`config.mk`:
```
export PLATFORM = sky130hd
export DESIGN_NAME = dgp_top
export DESIGN_NICKNAME = d
export VERILOG_FILES = /design/src/inc/dgp_pkg.sv /design/src/hdl/dgp_top.sv
export VERILOG_INCLUDE_DIRS = /design/src /design/src/inc
export SDC_FILE = /design/constraint.sdc
export NUM_CORES = 1
export LEC_CHECK = 0
export BUFFER_PORTS_ARGS = -buffer_cell sky130_fd_sc_hd__buf_2
export CELL_PAD_IN_SITES_DETAIL_PLACEMENT = 0
export CELL_PAD_IN_SITES_GLOBAL_PLACEMENT = 1
export CORE_MARGIN = 3
export CORE_UTILIZATION = 40
export DETAILED_ROUTE_END_ITERATION = 12
export HOLD_SLACK_MARGIN = 0.05
export PLACE_DENSITY = 0.68
export SYNTH_ARGS = -nofsm -noshare
export SYNTH_HDL_FRONTEND = slang
export SYNTH_SLANG_ARGS = --single-unit
```
`constraint.sdc`:
```
create_clock -name clk -period 4.82 [get_ports clk]
set_clock_uncertainty 0.2 [all_clocks]
set_input_delay 0 -clock clk [delete_from_list [all_inputs] [get_ports clk]]
set_output_delay 0 -clock clk [all_outputs]
set_load 0.05 [all_outputs]
```
`src/inc/dgp_map.svh`:
```
// constants for the dual general-purpose pin configuration block
`ifndef DGP_MAP_SVH
`define DGP_MAP_SVH

// configuration word layout
`define DGP_CFG_WIDTH 12
`define DGP_CFG_RESET 12'h000
`define DGP_BIT_DAT0 0
`define DGP_BIT_DAT1 1
`define DGP_LSB_SPARE 2
`define DGP_LSB_TB0 4
`define DGP_LSB_TB1 6
`define DGP_BIT_DIR0 8
`define DGP_BIT_DIR1 9
`define DGP_BIT_FMT0 10
`define DGP_BIT_FMT1 11

// time base lengths in master clock periods
`define DGP_TB_SEL0 10'd16
`define DGP_TB_SEL1 10'd64
`define DGP_TB_SEL2 10'd256
`define DGP_TB_SEL3 11'd1024

// duty counter saturation in ticks
`define DGP_CNT_MAX 8'hff

`endif

```
`src/inc/dgp_pkg.sv`:
```
// types for the dual general-purpose pin configuration block
package dgp_pkg;

   typedef logic [1:0] dgp_tb_t;

   // per-pin input path and duty measurement state
   typedef struct packed {
      logic sync1;
      logic sync2;
      logic prev;
      logic [9:0] prescale;
      logic [7:0] hi_cnt;
      logic [7:0] lo_cnt;
      logic pwm_level;
   } dgp_chan_s;

   // pin-side signals of one pin
   typedef struct packed {
      logic pin_in;
      logic pin_out;
      logic pin_oe;
   } dgp_pin_s;

   // whole module state
   typedef struct packed {
      logic [11:0] cfg;
      dgp_chan_s [1:0] chan;
      logic [1:0] level;
   } dgp_state_s;

endpackage

```
`src/hdl/dgp_top.sv`:
```
// two general-purpose pins: configuration word, output drive and PWM input decode
`timescale 1ns/10ps
`include "dgp_map.svh"

module dgp_top
   import dgp_pkg::*;
(
   input wire logic clk,
   input wire logic reset,
   input wire logic cfg_wr,
   input wire logic [11:0] cfg_wdata,
   output logic [11:0] cfg_rdata,
   input wire logic gp_pin_zero_in,
   output logic gp_pin_zero_out,
   output logic gp_pin_zero_oe,
   input wire logic gp_pin_one_in,
   output logic gp_pin_one_out,
   output logic gp_pin_one_oe,
   output logic [1:0] pin_level
);

   dgp_state_s state_reg;
   dgp_state_s state_next;

   // decoded configuration fields
   logic pin_zero_direction;
   logic pin_one_direction;
   logic pin_zero_output_level;
   logic pin_one_output_level;
   logic pin_zero_input_format;
   logic pin_one_input_format;
   dgp_tb_t pin_zero_pwm_timebase;
   dgp_tb_t pin_one_pwm_timebase;
   logic [1:0] spare_bits;

   // per-pin views for the loop
   logic [1:0] dir_vec;
   logic [1:0] fmt_vec;
   logic [1:0] raw_in;
   dgp_tb_t [1:0] tb_vec;
   dgp_pin_s [1:0] pins;

   // field extraction from the stored configuration word
   assign pin_zero_output_level = state_reg.cfg[`DGP_BIT_DAT0];
   assign pin_one_output_level = state_reg.cfg[`DGP_BIT_DAT1];
   assign spare_bits = state_reg.cfg[`DGP_LSB_SPARE +: 2];
   assign pin_zero_pwm_timebase = state_reg.cfg[`DGP_LSB_TB0 +: 2];
   assign pin_one_pwm_timebase = state_reg.cfg[`DGP_LSB_TB1 +: 2];
   assign pin_zero_direction = state_reg.cfg[`DGP_BIT_DIR0];
   assign pin_one_direction = state_reg.cfg[`DGP_BIT_DIR1];
   assign pin_zero_input_format = state_reg.cfg[`DGP_BIT_FMT0];
   assign pin_one_input_format = state_reg.cfg[`DGP_BIT_FMT1];

   // gather per-pin controls so both pins share one body of logic
   assign dir_vec = {pin_one_direction, pin_zero_direction};
   assign fmt_vec = {pin_one_input_format, pin_zero_input_format};
   assign tb_vec[0] = pin_zero_pwm_timebase;
   assign tb_vec[1] = pin_one_pwm_timebase;
   assign raw_in = {gp_pin_one_in, gp_pin_zero_in};

   // time base select to tick length; 1024 does not fit ten bits,
   // so the prescaler compares against length minus one
   function automatic logic [9:0] tb_last(input dgp_tb_t sel);
      logic [9:0] len;
      len = `DGP_TB_SEL0;
      unique case (sel)
         2'b00: len = `DGP_TB_SEL0 - 10'd1;
         2'b01: len = `DGP_TB_SEL1 - 10'd1;
         2'b10: len = `DGP_TB_SEL2 - 10'd1;
         2'b11: len = 10'h3ff;
      endcase
      return len;
   endfunction

   // pin drive: outputs only ever carry static levels, never PWM
   genvar gi;
   generate
      for (gi = 0; gi < 2; gi = gi + 1) begin : g_pin
         logic dat;
         assign dat = state_reg.cfg[gi];
         assign pins[gi].pin_in = raw_in[gi];
         // enable follows the direction bit
         assign pins[gi].pin_oe = dir_vec[gi];
         // level bit gated by direction so an input pin never sees it
         assign pins[gi].pin_out = dir_vec[gi] & dat;
      end
   endgenerate

   assign gp_pin_zero_out = pins[0].pin_out;
   assign gp_pin_zero_oe = pins[0].pin_oe;
   assign gp_pin_one_out = pins[1].pin_out;
   assign gp_pin_one_oe = pins[1].pin_oe;

   // readback of the whole word, spare bits included
   assign cfg_rdata = state_reg.cfg;
   assign pin_level = state_reg.level;

   // next-state logic for the configuration word and both input paths
   always_comb begin
      logic s;
      logic rise;
      logic tick;
      s = 1'b0;
      rise = 1'b0;
      tick = 1'b0;
      state_next = state_reg;

      // software write replaces the whole word, spare bits too
      if (cfg_wr) begin
         state_next.cfg = cfg_wdata;
      end

      for (int i = 0; i < 2; i++) begin
         // two-stage synchroniser; only the second stage is read below
         state_next.chan[i].sync1 = pins[i].pin_in;
         state_next.chan[i].sync2 = state_reg.chan[i].sync1;
         s = state_reg.chan[i].sync2;
         state_next.chan[i].prev = s;
         rise = s & ~state_reg.chan[i].prev;

         // prescaler produces one tick per selected time base
         tick = (state_reg.chan[i].prescale >= tb_last(tb_vec[i]));
         if (tick) begin
            state_next.chan[i].prescale = 10'h000;
         end else begin
            state_next.chan[i].prescale = state_reg.chan[i].prescale + 10'h001;
         end

         // count high and low ticks, saturating to bound the counters
         if (tick) begin
            if (s) begin
               if (state_reg.chan[i].hi_cnt != `DGP_CNT_MAX) begin
                  state_next.chan[i].hi_cnt = state_reg.chan[i].hi_cnt + 8'h01;
               end
            end else begin
               if (state_reg.chan[i].lo_cnt != `DGP_CNT_MAX) begin
                  state_next.chan[i].lo_cnt = state_reg.chan[i].lo_cnt + 8'h01;
               end
            end
         end

         // each rising edge closes a period; duty above half reads as high
         if (rise) begin
            state_next.chan[i].pwm_level =
               (state_reg.chan[i].hi_cnt > state_reg.chan[i].lo_cnt);
            state_next.chan[i].hi_cnt = 8'h00;
            state_next.chan[i].lo_cnt = 8'h00;
         end else if (state_reg.chan[i].hi_cnt == `DGP_CNT_MAX) begin
            // stuck high for a long time counts as full duty
            state_next.chan[i].pwm_level = 1'b1;
         end else if (state_reg.chan[i].lo_cnt == `DGP_CNT_MAX) begin
            // stuck low means zero duty
            state_next.chan[i].pwm_level = 1'b0;
         end

         // reported level: static sample or decoded duty per format bit
         if (fmt_vec[i]) begin
            state_next.level[i] = state_reg.chan[i].pwm_level;
         end else begin
            state_next.level[i] = s;
         end

         // an output pin reads back its own static drive level
         if (dir_vec[i]) begin
            state_next.level[i] = pins[i].pin_out;
         end
      end
   end

   // single state register; every field clears on reset
   always_ff @(posedge clk) begin
      if (reset) begin
         state_reg <= '0;
         state_reg.cfg <= `DGP_CFG_RESET;
      end else begin
         state_reg <= state_next;
      end
   end

endmodule

```
==> impl_metrics.ini <==
[sta]
period_share_pct = 54.3
finalCriticalPeriod_ns = 2.62
hold_viol = 0
max_freq_mhz = 382
relSlewSlack_pct = 28.3
slew_viol_final = 0
fin_setup_tns_ns = 0
grt_setup_unrepaired = no
setup_viol = 0
fin_ws_ns = 2.20
worst_pin_slew_ns = 1.07

[placed_design]
place_ws_ns = 2.20
gp_congestion = 0.748
port_buffers = 34
dp_hpwl_um = 6050

[drt]
drc = 0
drtAntennaViolNets = 0
wl_per_cell_um = 14.0
drt-pass1-iter-count = 4
dr.first_iter.drc_count = 116
viasPerCell = 5.27
totalWireLength_um = 9060
vias = 3410

[clocking]
cts_resized = 0
clockRootBuffer = clkbuf_8
worstSkewPairLatency_ns = 0.35
cts.sink_count = 74
post_cts_buffers = 0
numCtsBuffers = 9
path_clk_slew_ns = 0.08
clockBufferDepth = 2
h-tree-depth = 3
cts_tree = yes
ctsHoldBuffers = 41

[global_route]
grt_pass1_wl_um = 15700
grt_pass1_vias = 3362
grt_max_degree = 29
antenna_found_initial = 0
grt_usage_pct = 17.0
grt.overflow.total = 0

[yosys]
synthTopCellsByCount = dfxtp_1 (74), nor2_1 (49), a21oi_1 (35)
yosysWarnings = 0
seq_area_frac_synth_pct = 37.2
synth_edf_count = 0
async_flop_share_pct = 0
yosys_most_used_dff = dfxtp_1
syn_area_per_cell_um2 = 8.72
yosysMostFrequentCell = dfxtp_1
yosysTopAreaCellShare_pct = 37.2
synth_seq_cells = 74
netlist_instances = 457
synth_area_leader_cell = dfxtp_1
synth.net_count = 508
netlist_area_um2 = 3990
ys_types = 49
synth_area_leaders = dfxtp_1 (37%), ha_1 (11%), nor2_1 (4.6%)

[floorplan]
die_y_um = 106
die_x_um = 106
coreArea_um2 = 9460
num_io_pins = 35
die_area_um2 = 11200
initial_core_util_pct = 42.1
rows = 35

[finish]
n_antenna_cell = 0
nNetsFinal = 564
area_growth_syn_to_layout_pct = 20.5
drive_above_1_share_pct = 11.2
fillers = 922
largest_register_ffs = 56

[worst_setup_path]
worst_ep_required_time_ns = 4.87
critPathMaxFanout = 15
critPathKind = flip-flop to flip-flop
end_kind = flip-flop
startpoint_type = flip-flop
r2r_setup_slack_ns = 2.20
worst_ep_arrival_time_ns = 2.66

[min_path]
hold_class = flip-flop to flip-flop

[run_status]
status = complete, no violations

[power_and_ir_drop]
irDropWorstVdd_v = 0.000116
powerDensity_nw_per_um2 = 281
power_leakage_nw = 1.94

[run]
drv_cap = 0
==> metal layers <==
metal	routed length [µm]	track usage, %	vias to the layer above
met3	278	3.31	8
met1	4380	21.7	1602
met2	4300	29.3	51
li1	-	-	1749
met5	0	0	-
met4	95	4.44	0
==> kinds of logic (layout without fill, tap and decap cells) <==
kind of cell / count (synthesis) / count (layout) / share of synthesized area [%]
AOI/OAI and AO/OA: 86 / 86 / 14.6
xor gates and xnor gates: 16 / 16 / 3.52
adders and majority gates: 34 / 34 / 10.7
buffers and inverters: 54 / 115 / 6.53
DFF: 74 / 74 / 37.2
muxes: 17 / 17 / 4.27
and+or+nand+nor: 176 / 176 / 23.2
==> critical path, cell delays in order, from the launching register on <==
cell,delay (ns)
dfxtp_1,0.40
nor2_1,0.09
ha_1,0.33
a21o_1,0.16
a31oi_4,0.05
o21ai_1,0.84
a31oi_1,0.19
a41o_1,0.25
==> layout by cell type, fill, tap and decap left out, drive strengths merged, types with 3 or more instances in the layout <==
master / n
buf: 35
nand2b: 7
xnor2: 8
a21o: 5
o31ai: 10
mux2i: 17
nand3: 22
ha: 34
bufinv: 3
inv: 25
a31oi: 5
nand4: 12
and2: 5
nand2: 21
dfxtp: 74
nor2b: 15
a21oi: 35
a41o: 5
and4: 4
or4: 10
dlygate4sd3: 41
and3: 10
nor3: 12
a31o: 3
nor4: 3
xor2: 8
clkbuf: 10
nor2: 49
o21a: 4
o21ai: 8
==> report_power, final <==
| part | total, mW | leakage [nW] | internal, mW | switching (mW) |
|---|---|---|---|---|
| Clock | 0.585 | 0.121 | 0.347 | 0.238 |
| Sequential | 0.636 | 0.601 | 0.624 | 0.0117 |
| Combinational | 0.131 | 1.22 | 0.0551 | 0.0756 |
| Total | 1.35 | 1.94 | 1.03 | 0.325 |
==> through the flow <==
step                power [mW]  area [µm²]  hold slack [ns]  utilization (%)  std cells
floorplan                0.731        3990          -0.0718                -        457
global placement         0.748        4150           0.0299             43.9        590
detailed placement       0.750        4150           0.0336             43.9        590
CTS                       1.37        4800            0.247             50.8        647
global route              1.41        4800            0.262             50.8        647
finish                    1.35        4800            0.245             50.8        647
==> worst paths after layout <==
check	start	endpoint	depth (start not counted)
max	cfg_rdata[5]$_SDFFE_PP0P_	state_reg[13]$_SDFFE_PP0P_	7
min	state_next[60]$_SDFF_PP0_	state_next[59]$_SDFF_PP0_	1
max reg2reg	cfg_rdata[5]$_SDFFE_PP0P_	state_reg[13]$_SDFFE_PP0P_	7
min reg2reg	state_next[60]$_SDFF_PP0_	state_next[59]$_SDFF_PP0_	1
==> cell type report <==
cell class / count / area (µm²) / share of cell area [%]
multi-input combinational: 329 / 2240 / 46.7
inverter: 23 / 86.3 / 1.80
tap: 129 / 161 / 3.36
timing repair buffer: 76 / 588 / 12.2
sequential: 74 / 1480 / 30.9
clock buffer: 10 / 128 / 2.66
clock inverter: 6 / 113 / 2.35
No activity file was read; power rests on OpenSTA's default activity.
